### src/rtl/pxm_pkg.sv
/*
 * Shared constants of the port crossbar and match block: register
 * addresses, reset values, writable masks and field positions.
 * Assumes an 8-bit special function register bus with 8-bit addresses.
 */
package pxm_pkg;

    // ------------------------------------------------------------------
    // Register addresses
    // ------------------------------------------------------------------
    localparam logic [7:0] ADDR_PORT0_DATA_LATCH = 8'h80;
    localparam logic [7:0] ADDR_PORT0_OUTPUT_MODE = 8'hA4;
    localparam logic [7:0] ADDR_CROSSBAR_ROUTING = 8'hE2;
    localparam logic [7:0] ADDR_CROSSBAR_GLOBAL = 8'hE3;
    localparam logic [7:0] ADDR_PORT0_INPUT_MODE = 8'hF1;
    localparam logic [7:0] ADDR_PORT_DRIVE_STRENGTH = 8'hF6;
    localparam logic [7:0] ADDR_PORT0_MATCH_VALUE = 8'hFD;
    localparam logic [7:0] ADDR_PORT0_COMPARE_MASK = 8'hFE;

    // ------------------------------------------------------------------
    // Reset values
    // ------------------------------------------------------------------
    localparam logic [7:0] RST_PORT0_DATA_LATCH = 8'hFF;
    localparam logic [7:0] RST_PORT0_OUTPUT_MODE = 8'h00;
    localparam logic [7:0] RST_CROSSBAR_ROUTING = 8'h00;
    localparam logic [7:0] RST_CROSSBAR_GLOBAL = 8'h00;
    localparam logic [7:0] RST_PORT0_INPUT_MODE = 8'hFF;
    localparam logic [7:0] RST_PORT_DRIVE_STRENGTH = 8'h07;
    localparam logic [7:0] RST_PORT0_MATCH_VALUE = 8'hFF;
    localparam logic [7:0] RST_PORT0_COMPARE_MASK = 8'h00;

    // ------------------------------------------------------------------
    // Writable bits of the registers with reserved fields
    // ------------------------------------------------------------------
    localparam logic [7:0] WMASK_CROSSBAR_ROUTING = 8'h3F;
    localparam logic [7:0] WMASK_CROSSBAR_GLOBAL = 8'hC0;
    localparam logic [7:0] WMASK_PORT_DRIVE_STRENGTH = 8'h07;

    // ------------------------------------------------------------------
    // Field positions
    // ------------------------------------------------------------------
    localparam int BIT_TIMER2_ROUTE = 5;
    localparam int BIT_TIMER1_ROUTE = 4;
    localparam int BIT_TIMER0_ROUTE = 3;
    localparam int BIT_EXT_COUNT_ROUTE = 2;
    localparam int BIT_CA_SEL_HI = 1;
    localparam int BIT_CA_SEL_LO = 0;
    localparam int BIT_WEAK_PULLUP_DISABLE = 7;
    localparam int BIT_CROSSBAR_ENABLE = 6;
    localparam int BIT_PORT2_DRIVE_HIGH = 2;
    localparam int BIT_PORT1_DRIVE_HIGH = 1;
    localparam int BIT_PORT0_DRIVE_HIGH = 0;

    // ------------------------------------------------------------------
    // Counter array pin select encodings
    // ------------------------------------------------------------------
    localparam logic [1:0] CA_SEL_NONE = 2'h0;
    localparam logic [1:0] CA_SEL_CH0 = 2'h1;
    localparam logic [1:0] CA_SEL_CH01 = 2'h2;
    localparam logic [1:0] CA_SEL_CH012 = 2'h3;

    localparam int PORT_WIDTH = 8;

endpackage

### src/rtl/pxm_match.sv
/*
 * Port mismatch comparator: one compare cell per pin, reduced to a flag.
 * Assumes pin levels are already synchronous to the system clock.
 */
module pxm_match (
    input wire logic [pxm_pkg::PORT_WIDTH-1:0] pin_level_i,
    input wire logic [pxm_pkg::PORT_WIDTH-1:0] compare_mask_i,
    input wire logic [pxm_pkg::PORT_WIDTH-1:0] match_value_i,
    output logic mismatch_o
);
    import pxm_pkg::*;

    logic [PORT_WIDTH-1:0] bit_differs;

    // ------------------------------------------------------------------
    // Per-pin compare
    // ------------------------------------------------------------------
    genvar gi;
    generate
        for (gi = 0; gi < PORT_WIDTH; gi = gi + 1) begin : g_cell
            // A cleared mask bit removes the pin from the compare.
            // The match bit is the expected level of the pin.
            assign bit_differs[gi] = compare_mask_i[gi] & (pin_level_i[gi] ^ match_value_i[gi]);
        end
    endgenerate

    // Purely combinational, evaluated every cycle.
    assign mismatch_o = |bit_differs;

endmodule

### src/rtl/pxm_port.sv
/*
 * Port I/O configuration block: crossbar routing enables, weak pull-up
 * control, per-port drive strength, port 0 latch, pin modes and the
 * port match event.
 * Assumes a one-cycle special function register bus from the core, pad
 * levels synchronous to clk_i, and pads that resolve the drive enables.
 */
module pxm_port (
    input wire logic clk_i,
    input wire logic nrst_i,
    // Special function register bus.
    input wire logic [7:0] sfr_addr_i,
    input wire logic sfr_wr_i,
    input wire logic [7:0] sfr_wdata_i,
    input wire logic sfr_rd_i,
    input wire logic sfr_rmw_i,
    output logic [7:0] sfr_rdata_o,
    // Port 0 pads.
    input wire logic [pxm_pkg::PORT_WIDTH-1:0] port0_pin_i,
    output logic [pxm_pkg::PORT_WIDTH-1:0] port0_pin_o,
    output logic [pxm_pkg::PORT_WIDTH-1:0] port0_pin_oe_o,
    output logic [pxm_pkg::PORT_WIDTH-1:0] port0_pullup_en_o,
    output logic [pxm_pkg::PORT_WIDTH-1:0] port0_receiver_en_o,
    // Drive strength, one bit per port.
    output logic port2_drive_high_o,
    output logic port1_drive_high_o,
    output logic port0_drive_high_o,
    // Global weak pull-up gate for ports handled elsewhere.
    output logic weak_pullup_active_o,
    // Crossbar routing requests towards the priority decoder.
    output logic crossbar_enable_o,
    output logic timer2_input_route_enable_o,
    output logic timer1_input_route_enable_o,
    output logic timer0_input_route_enable_o,
    output logic external_count_input_route_enable_o,
    output logic counter_array_channel_0_pin_o,
    output logic counter_array_channel_1_pin_o,
    output logic counter_array_channel_2_pin_o,
    // Port mismatch event.
    input wire logic other_ports_mismatch_i,
    output logic port_mismatch_o
);
    import pxm_pkg::*;

    // Functional notes
    // - Routing bits 5, 4, 3 route timer 2, 1, 0 inputs to pins.
    // - Routing bit 2 routes the counter array external count input.
    // - Routing bits 1:0 route none, channel 0, channels 0-1, channels 0-2.
    // - Global bit 7 clear keeps weak pull-ups on except analog pins; the code also drops them on pins driven low.
    // - Global bit 6 enables the crossbar; clear routes nothing to pins.
    // - Drive bits 2, 1, 0 pick high or low drive for ports 2, 1, 0.
    // - Mask bit 1 includes its port 0 pin in the match compare.
    // - Match bit gives the expected pin level, 0 low, 1 high.
    // - Writing port 0 data updates the latch driving digital pins.
    // - Reading port 0 data returns the actual pin levels.
    // - Input mode bit 0 is analog: no pull-up, driver or receiver.
    // - Masked pin levels differing from masked match raise a mismatch event.
    // - Output mode bit 0 is open-drain, 1 push-pull, digital pins only.
    // - Read-modify-write reads of port 0 data return the latch, not pins.

    // ------------------------------------------------------------------
    // Registers
    // ------------------------------------------------------------------
    logic [7:0] port0_data_latch;
    logic [7:0] port0_output_mode;
    logic [7:0] crossbar_timer_counter_routing;
    logic [7:0] crossbar_global_control;
    logic [7:0] port0_input_mode;
    logic [7:0] port_drive_strength;
    logic [7:0] port0_match_value;
    logic [7:0] port0_compare_mask;
    logic [7:0] rdata;

    // ------------------------------------------------------------------
    // Address decode
    // ------------------------------------------------------------------
    wire sel_data = sfr_addr_i == ADDR_PORT0_DATA_LATCH;
    wire sel_out_mode = sfr_addr_i == ADDR_PORT0_OUTPUT_MODE;
    wire sel_routing = sfr_addr_i == ADDR_CROSSBAR_ROUTING;
    wire sel_global = sfr_addr_i == ADDR_CROSSBAR_GLOBAL;
    wire sel_in_mode = sfr_addr_i == ADDR_PORT0_INPUT_MODE;
    wire sel_drive = sfr_addr_i == ADDR_PORT_DRIVE_STRENGTH;
    wire sel_match = sfr_addr_i == ADDR_PORT0_MATCH_VALUE;
    wire sel_mask = sfr_addr_i == ADDR_PORT0_COMPARE_MASK;

    // Reserved fields are forced to their reset value, so a careless write
    // cannot disturb them even though software is expected to preserve them.
    wire [7:0] next_routing = (sfr_wdata_i & WMASK_CROSSBAR_ROUTING)
                            | (RST_CROSSBAR_ROUTING & ~WMASK_CROSSBAR_ROUTING);
    wire [7:0] next_global = (sfr_wdata_i & WMASK_CROSSBAR_GLOBAL)
                           | (RST_CROSSBAR_GLOBAL & ~WMASK_CROSSBAR_GLOBAL);
    wire [7:0] next_drive = (sfr_wdata_i & WMASK_PORT_DRIVE_STRENGTH)
                          | (RST_PORT_DRIVE_STRENGTH & ~WMASK_PORT_DRIVE_STRENGTH);

    // ------------------------------------------------------------------
    // Pin read-back
    // ------------------------------------------------------------------
    // An analog pin has its receiver off, so its read-back bit is zero.
    wire [7:0] pin_level = port0_pin_i & port0_input_mode;

    // Plain reads see the pads; read-modify-write reads see the latch.
    wire [7:0] data_read = sfr_rmw_i ? port0_data_latch : pin_level;

    // ------------------------------------------------------------------
    // Read multiplexer
    // ------------------------------------------------------------------
    wire [7:0] next_rdata = sel_data ? data_read :
                            sel_out_mode ? port0_output_mode :
                            sel_routing ? crossbar_timer_counter_routing :
                            sel_global ? crossbar_global_control :
                            sel_in_mode ? port0_input_mode :
                            sel_drive ? port_drive_strength :
                            sel_match ? port0_match_value :
                            sel_mask ? port0_compare_mask :
                            8'h00;

    // ------------------------------------------------------------------
    // Register writes
    // ------------------------------------------------------------------
    always_ff @(posedge clk_i or negedge nrst_i) begin
        if (!nrst_i) begin
            port0_data_latch <= RST_PORT0_DATA_LATCH;
            port0_output_mode <= RST_PORT0_OUTPUT_MODE;
            port0_input_mode <= RST_PORT0_INPUT_MODE;
            port0_match_value <= RST_PORT0_MATCH_VALUE;
            port0_compare_mask <= RST_PORT0_COMPARE_MASK;
        end else if (sfr_wr_i) begin
            if (sel_data) begin
                port0_data_latch <= sfr_wdata_i;
            end
            if (sel_out_mode) begin
                port0_output_mode <= sfr_wdata_i;
            end
            if (sel_in_mode) begin
                port0_input_mode <= sfr_wdata_i;
            end
            if (sel_match) begin
                port0_match_value <= sfr_wdata_i;
            end
            if (sel_mask) begin
                port0_compare_mask <= sfr_wdata_i;
            end
        end
    end

    always_ff @(posedge clk_i or negedge nrst_i) begin
        if (!nrst_i) begin
            crossbar_timer_counter_routing <= RST_CROSSBAR_ROUTING;
            crossbar_global_control <= RST_CROSSBAR_GLOBAL;
            port_drive_strength <= RST_PORT_DRIVE_STRENGTH;
        end else if (sfr_wr_i) begin
            if (sel_routing) begin
                crossbar_timer_counter_routing <= next_routing;
            end
            if (sel_global) begin
                crossbar_global_control <= next_global;
            end
            if (sel_drive) begin
                port_drive_strength <= next_drive;
            end
        end
    end

    // Read data is captured on the strobe and held until the next read.
    always_ff @(posedge clk_i or negedge nrst_i) begin
        if (!nrst_i) begin
            rdata <= 8'h00;
        end else if (sfr_rd_i) begin
            rdata <= next_rdata;
        end
    end

    assign sfr_rdata_o = rdata;

    // ------------------------------------------------------------------
    // Crossbar routing
    // ------------------------------------------------------------------
    wire xbar_on = crossbar_global_control[BIT_CROSSBAR_ENABLE];
    wire [1:0] ca_sel = crossbar_timer_counter_routing[BIT_CA_SEL_HI:BIT_CA_SEL_LO];

    assign crossbar_enable_o = xbar_on;
    assign timer2_input_route_enable_o =
        xbar_on & crossbar_timer_counter_routing[BIT_TIMER2_ROUTE];
    assign timer1_input_route_enable_o =
        xbar_on & crossbar_timer_counter_routing[BIT_TIMER1_ROUTE];
    assign timer0_input_route_enable_o =
        xbar_on & crossbar_timer_counter_routing[BIT_TIMER0_ROUTE];
    assign external_count_input_route_enable_o =
        xbar_on & crossbar_timer_counter_routing[BIT_EXT_COUNT_ROUTE];

    // The channel count grows with the code, so each channel is a compare.
    assign counter_array_channel_0_pin_o = xbar_on & (ca_sel >= CA_SEL_CH0);
    assign counter_array_channel_1_pin_o = xbar_on & (ca_sel >= CA_SEL_CH01);
    assign counter_array_channel_2_pin_o = xbar_on & (ca_sel == CA_SEL_CH012);

    // ------------------------------------------------------------------
    // Drive strength
    // ------------------------------------------------------------------
    assign port2_drive_high_o = port_drive_strength[BIT_PORT2_DRIVE_HIGH];
    assign port1_drive_high_o = port_drive_strength[BIT_PORT1_DRIVE_HIGH];
    assign port0_drive_high_o = port_drive_strength[BIT_PORT0_DRIVE_HIGH];

    // ------------------------------------------------------------------
    // Port 0 pad control
    // ------------------------------------------------------------------
    wire pullups_on = ~crossbar_global_control[BIT_WEAK_PULLUP_DISABLE];
    wire [7:0] digital = port0_input_mode;
    wire [7:0] drive_low = digital & ~port0_data_latch;
    wire [7:0] drive_high = digital & port0_data_latch & port0_output_mode;

    assign weak_pullup_active_o = pullups_on;

    // Open-drain pins only pull low; push-pull pins drive both rails.
    assign port0_pin_o = drive_high;
    assign port0_pin_oe_o = drive_low | drive_high;

    // The pull-up is dropped while the pad is driven low to save current,
    // and never applied to an analog pin.
    assign port0_pullup_en_o = {PORT_WIDTH{pullups_on}} & digital & ~drive_low;
    assign port0_receiver_en_o = digital;

    // ------------------------------------------------------------------
    // Port match
    // ------------------------------------------------------------------
    logic port0_mismatch;

    pxm_match u_match (
        .pin_level_i(pin_level),
        .compare_mask_i(port0_compare_mask),
        .match_value_i(port0_match_value),
        .mismatch_o(port0_mismatch)
    );

    // Combinational so that a mismatch can wake the core without a clock
    // edge of latency.
    assign port_mismatch_o = port0_mismatch | other_ports_mismatch_i;

endmodule

### config.mk
export PLATFORM = sky130hd
export DESIGN_NAME = pxm_port
export DESIGN_NICKNAME = d
export VERILOG_FILES = /design/src/rtl/pxm_pkg.sv /design/src/rtl/pxm_match.sv /design/src/rtl/pxm_port.sv
export SDC_FILE = /design/constraint.sdc
export NUM_CORES = 1
export LEC_CHECK = 0
export ABC_CLOCK_PERIOD_IN_PS = 1900
export BUFFER_PORTS_ARGS = -buffer_cell sky130_fd_sc_hd__buf_4
export CAP_MARGIN = 0
export CELL_PAD_IN_SITES_DETAIL_PLACEMENT = 0
export CELL_PAD_IN_SITES_GLOBAL_PLACEMENT = 2
export CORE_ASPECT_RATIO = 0.75
export CORE_MARGIN = 8
export CORE_UTILIZATION = 34
export CTS_CLUSTER_SIZE = 28
export DETAILED_ROUTE_END_ITERATION = 16
export PLACE_DENSITY = 0.77
export SLEW_MARGIN = 20
export SYNTH_ARGS = -nofsm -noshare
export SYNTH_HDL_FRONTEND = slang
export SYNTH_SLANG_ARGS = --single-unit
### constraint.sdc
create_clock -name clk_i -period 1.9 [get_ports clk_i]
set_input_delay 0.285 -clock clk_i [delete_from_list [all_inputs] [get_ports clk_i]]
set_output_delay 0.285 -clock clk_i [all_outputs]
set_load 0.05 [all_outputs]
==> flow_summary.yaml <==
power:
  peakVddDrop_mv: 0.349
  power_density_nw_per_um2: 730
  power.total_mw: 3.37
  leakage_nw: 2.16
die:
  die_h_microns: 102
  num_rows: 31
  fp.dieArea_sq_um: 13400
  pin_count: 83
  die_w_microns: 131
  core_area_sq_um: 9620
  initial_core_util: 0.349
drt:
  ant_nets: 0
  wl_met1_mm: 5.56
  drc: 0
  dr.pass1.iters: 4
  top_layer_used: "met4"
  wl_per_cell_microns: 20.4
  drt_iter0_drc: 169
  wl_mm: 11.2
  num_vias: 2894
  met3_wirelength_microns: 905
  route.met2.wl_mm: 4.64
  viasPerCell: 5.24
timing:
  drv_slew: 0
  period_minus_slack_ns: 2.19
  hold_violations: 0
  rsz0062_at_grt: "true"
  setup_ws_ns: -0.294
  tns_ns: -0.294
  finalCritPeriodShare: 1.15
  max_freq_ghz: 0.456
  hold_ws_ns: 0.0191
  skew_ns: 0.00499
  relSlewSlack: 0.478
  tightest_slew_ns: 0.783
  finalSetupViolations: 1
critical_path:
  critPathRequiredTime_ns: 1.62
  endpoint: "port_mismatch_o"
  cp-start-kind: "flop"
  path_class: "flop to primary output"
  crit_fanout: 2
  arrival_ns: 1.91
  worstPathCellList: "nand2_4, xnor2_1, a22o_1, a221oi_2, nand3_2, buf_8"
  reg2reg_setup_slack_ns: 0.49
  startpoint: "port0_receiver_en_o[0]"
  worstReg2RegEnd: "sfr_rdata_o[6]"
  critPathSlowestCell: "dfstp_4"
  critPathMaxStageDelay_ns: 0.62
  crit_path_end_kind: "primary output"
  r2r_start: "port0_receiver_en_o[6]"
  r2r.worst_path.cells: 5
yosys:
  synth.avg_cell_area_sq_um: 11.0
  synth_nets: 335
  synthMuxAreaShare: 0.180
  synth-main-ff-cell: "dfrtp_1"
  ys_ff_latch: 59
  synth_cell_type_count: 55
  synth_adder_area_share: 0
  synth_compound_area_frac: 0.153
  synth_top_family_by_area: "multiplexers"
  async_reset_ff_frac: 1.00
  synth-xor-area-share: 0.0208
  synthSimpleGateAreaFrac: 0.163
  synth_edf_count: 0
  synth.yosys.seq_area_share: 0.449
  netlist_area_sq_um: 3360
  synth_warnings: 0
  synthCells: 305
global_route:
  grt_max_degree: 60
  grt_pass1_wl_mm: 17.7
  grt_pass1_vias: 3023
  antenna_found_initial: 0
  grtUsageTotal: 0.178
  globalRoute.totalOverflow: 0
flow_run:
  max_cap_violations: 0
final_layout:
  fin_nets: 445
  fin_area_sq_um: 4620
  final_core_util: 0.480
  fillCellCount: 956
  diodes: 0
  drive_gt1_frac: 0.521
  multi_input_area_sq_um: 1760
  ff_latch_area_sq_um: 1510
  final_cells: 552
  synthToLayoutAreaGrowth_pct: 37.5
status:
  violations: "setup timing"
  status: "finished, violations left"
clock_network:
  root_buffer: "clkbuf_16"
  clk_pin_slew_ns: 0.05
  cts_tree: "built"
  cts_sinks: 59
  post_cts_buffers: 0
  holdBufCountCts: 0
  clkLatencyLatePin_ns: 0.33
  cts_made_buffers: 9
  cts_max_level: 3
  cts_max_path_buffers: 2
placed_design:
  placed_area_sq_um: 4340
  place_hpwl_mm: 8.22
  placedCellCount: 536
  place_ws_ns: -0.000299
  gp_congestion: 0.814
  io_buffers: 82
min_path:
  hold_class: "input port to async pin"
==> logic make-up (layout without fill, tap and decap cells) <==
| logic type | count (synthesis) | count (layout) |
|---|---|---|
| DFF | 59 | 59 |
| muxes | 51 | 51 |
| buffers and inverters | 26 | 141 |
| xor gates and xnor gates | 8 | 8 |
| AOI/OAI and AO/OA | 70 | 70 |
| and+or+nand+nor | 91 | 91 |
==> routing by layer <==
metal  global-route usage  vias to the layer above
met4               0.0589                        0
met2                0.242                      100
li1                     -                     1356
met1                0.257                     1424
met5                    0                        -
met3               0.0584                       14
==> repair_timing <==
item                       CTS  global route
pin swaps                    2             0
resized for setup            3             0
setup endpoints to repair    1             1
==> synth_stat cells, types with 3 or more instances <==
cell	number	area (sq um)
dfstp_2	27	709
a21boi_0	8	60.1
o2bb2ai_1	6	52.6
xnor2_1	8	70.1
o21ai_0	11	55.1
a21oi_1	10	50.1
nor2_1	11	41.3
o221a_2	3	33.8
mux2_4	8	120
and2_1	6	37.5
a22oi_1	6	45.0
nor3_1	5	25.0
nand3_1	8	40.0
and3_1	16	100
nand2_1	25	93.8
inv_1	14	52.6
a221oi_1	3	26.3
o2111ai_1	3	26.3
dfrtp_1	32	801
clkbuf_1	8	30.0
mux2_2	43	484
==> registers in the layout, summed over array words and instances (netlist names) <==
name                            flops
port0_match_value                   8
port0_data_latch                    8
port0_receiver_en_o                 8
port0_output_mode                   8
sfr_rdata_o                         8
crossbar_global_control             2
port0_compare_mask                  8
crossbar_timer_counter_routing      6
port_drive_strength                 3
==> worst min-delay path by stage <==
stage / endpoint / cells past startpoint
5_1_grt: sfr_rdata_o[7] / 1
6_report: sfr_rdata_o[2] / 1
3_5_place_dp: sfr_rdata_o[2] / 1
4_1_cts: sfr_rdata_o[2] / 1
3_3_place_gp: sfr_rdata_o[2] / 1
2_1_floorplan: crossbar_global_control[6] / 0
==> final cells by class <==
class | count | share of cell area
multi-input combinational | 220 | 0.380
sequential | 59 | 0.328
timing repair buffer | 111 | 0.187
clock buffer | 13 | 0.0542
tap | 132 | 0.0357
inverter | 14 | 0.0114
clock inverter | 3 | 0.00325
==> critical path, delay by kind of cell, from the launching register on <==
family | cells | cell delay (ns)
flip-flops | 1 | 0.62
buffers and inverters | 1 | 0.17
XOR/XNOR | 1 | 0.11
AND/OR/NAND/NOR | 2 | 0.17
AO/OA/AOI/OAI | 2 | 0.50
==> power by group <==
group / internal [mW] / leakage (nW) / switching, mW
clock network: 0.910 / 0.133 / 0.553
registers: 1.34 / 0.715 / 0.0612
logic: 0.198 / 1.31 / 0.308
==> cell usage in the layout, fill, tap and decap left out, types with 2 or more instances in the layout <==
| master | n |
|---|---|
| mux2_2 | 43 |
| buf_4 | 108 |
| xnor2_1 | 8 |
| a32oi_1 | 2 |
| clkbuf_1 | 3 |
| dfrtp_1 | 32 |
| mux2_4 | 8 |
| o21ai_0 | 11 |
| nand2b_1 | 2 |
| and2_1 | 6 |
| clkbuf_16 | 9 |
| or2_2 | 2 |
| a221oi_1 | 2 |
| inv_1 | 14 |
| o211ai_1 | 2 |
| clkinv_2 | 3 |
| o2111ai_1 | 3 |
| or3_4 | 2 |
| o221a_2 | 3 |
| dfstp_2 | 26 |
| o221ai_1 | 2 |
| a211oi_1 | 2 |
| and3_1 | 16 |
| nor2_1 | 11 |
| nand2_1 | 24 |
| a32o_1 | 2 |
| a21oi_1 | 10 |
| a21boi_1 | 8 |
| buf_12 | 2 |
| nor3_1 | 5 |
| o2bb2ai_1 | 6 |
| nand3_1 | 7 |
| a22oi_1 | 6 |
| o22ai_1 | 2 |
Power figures use the tool's default switching activity.
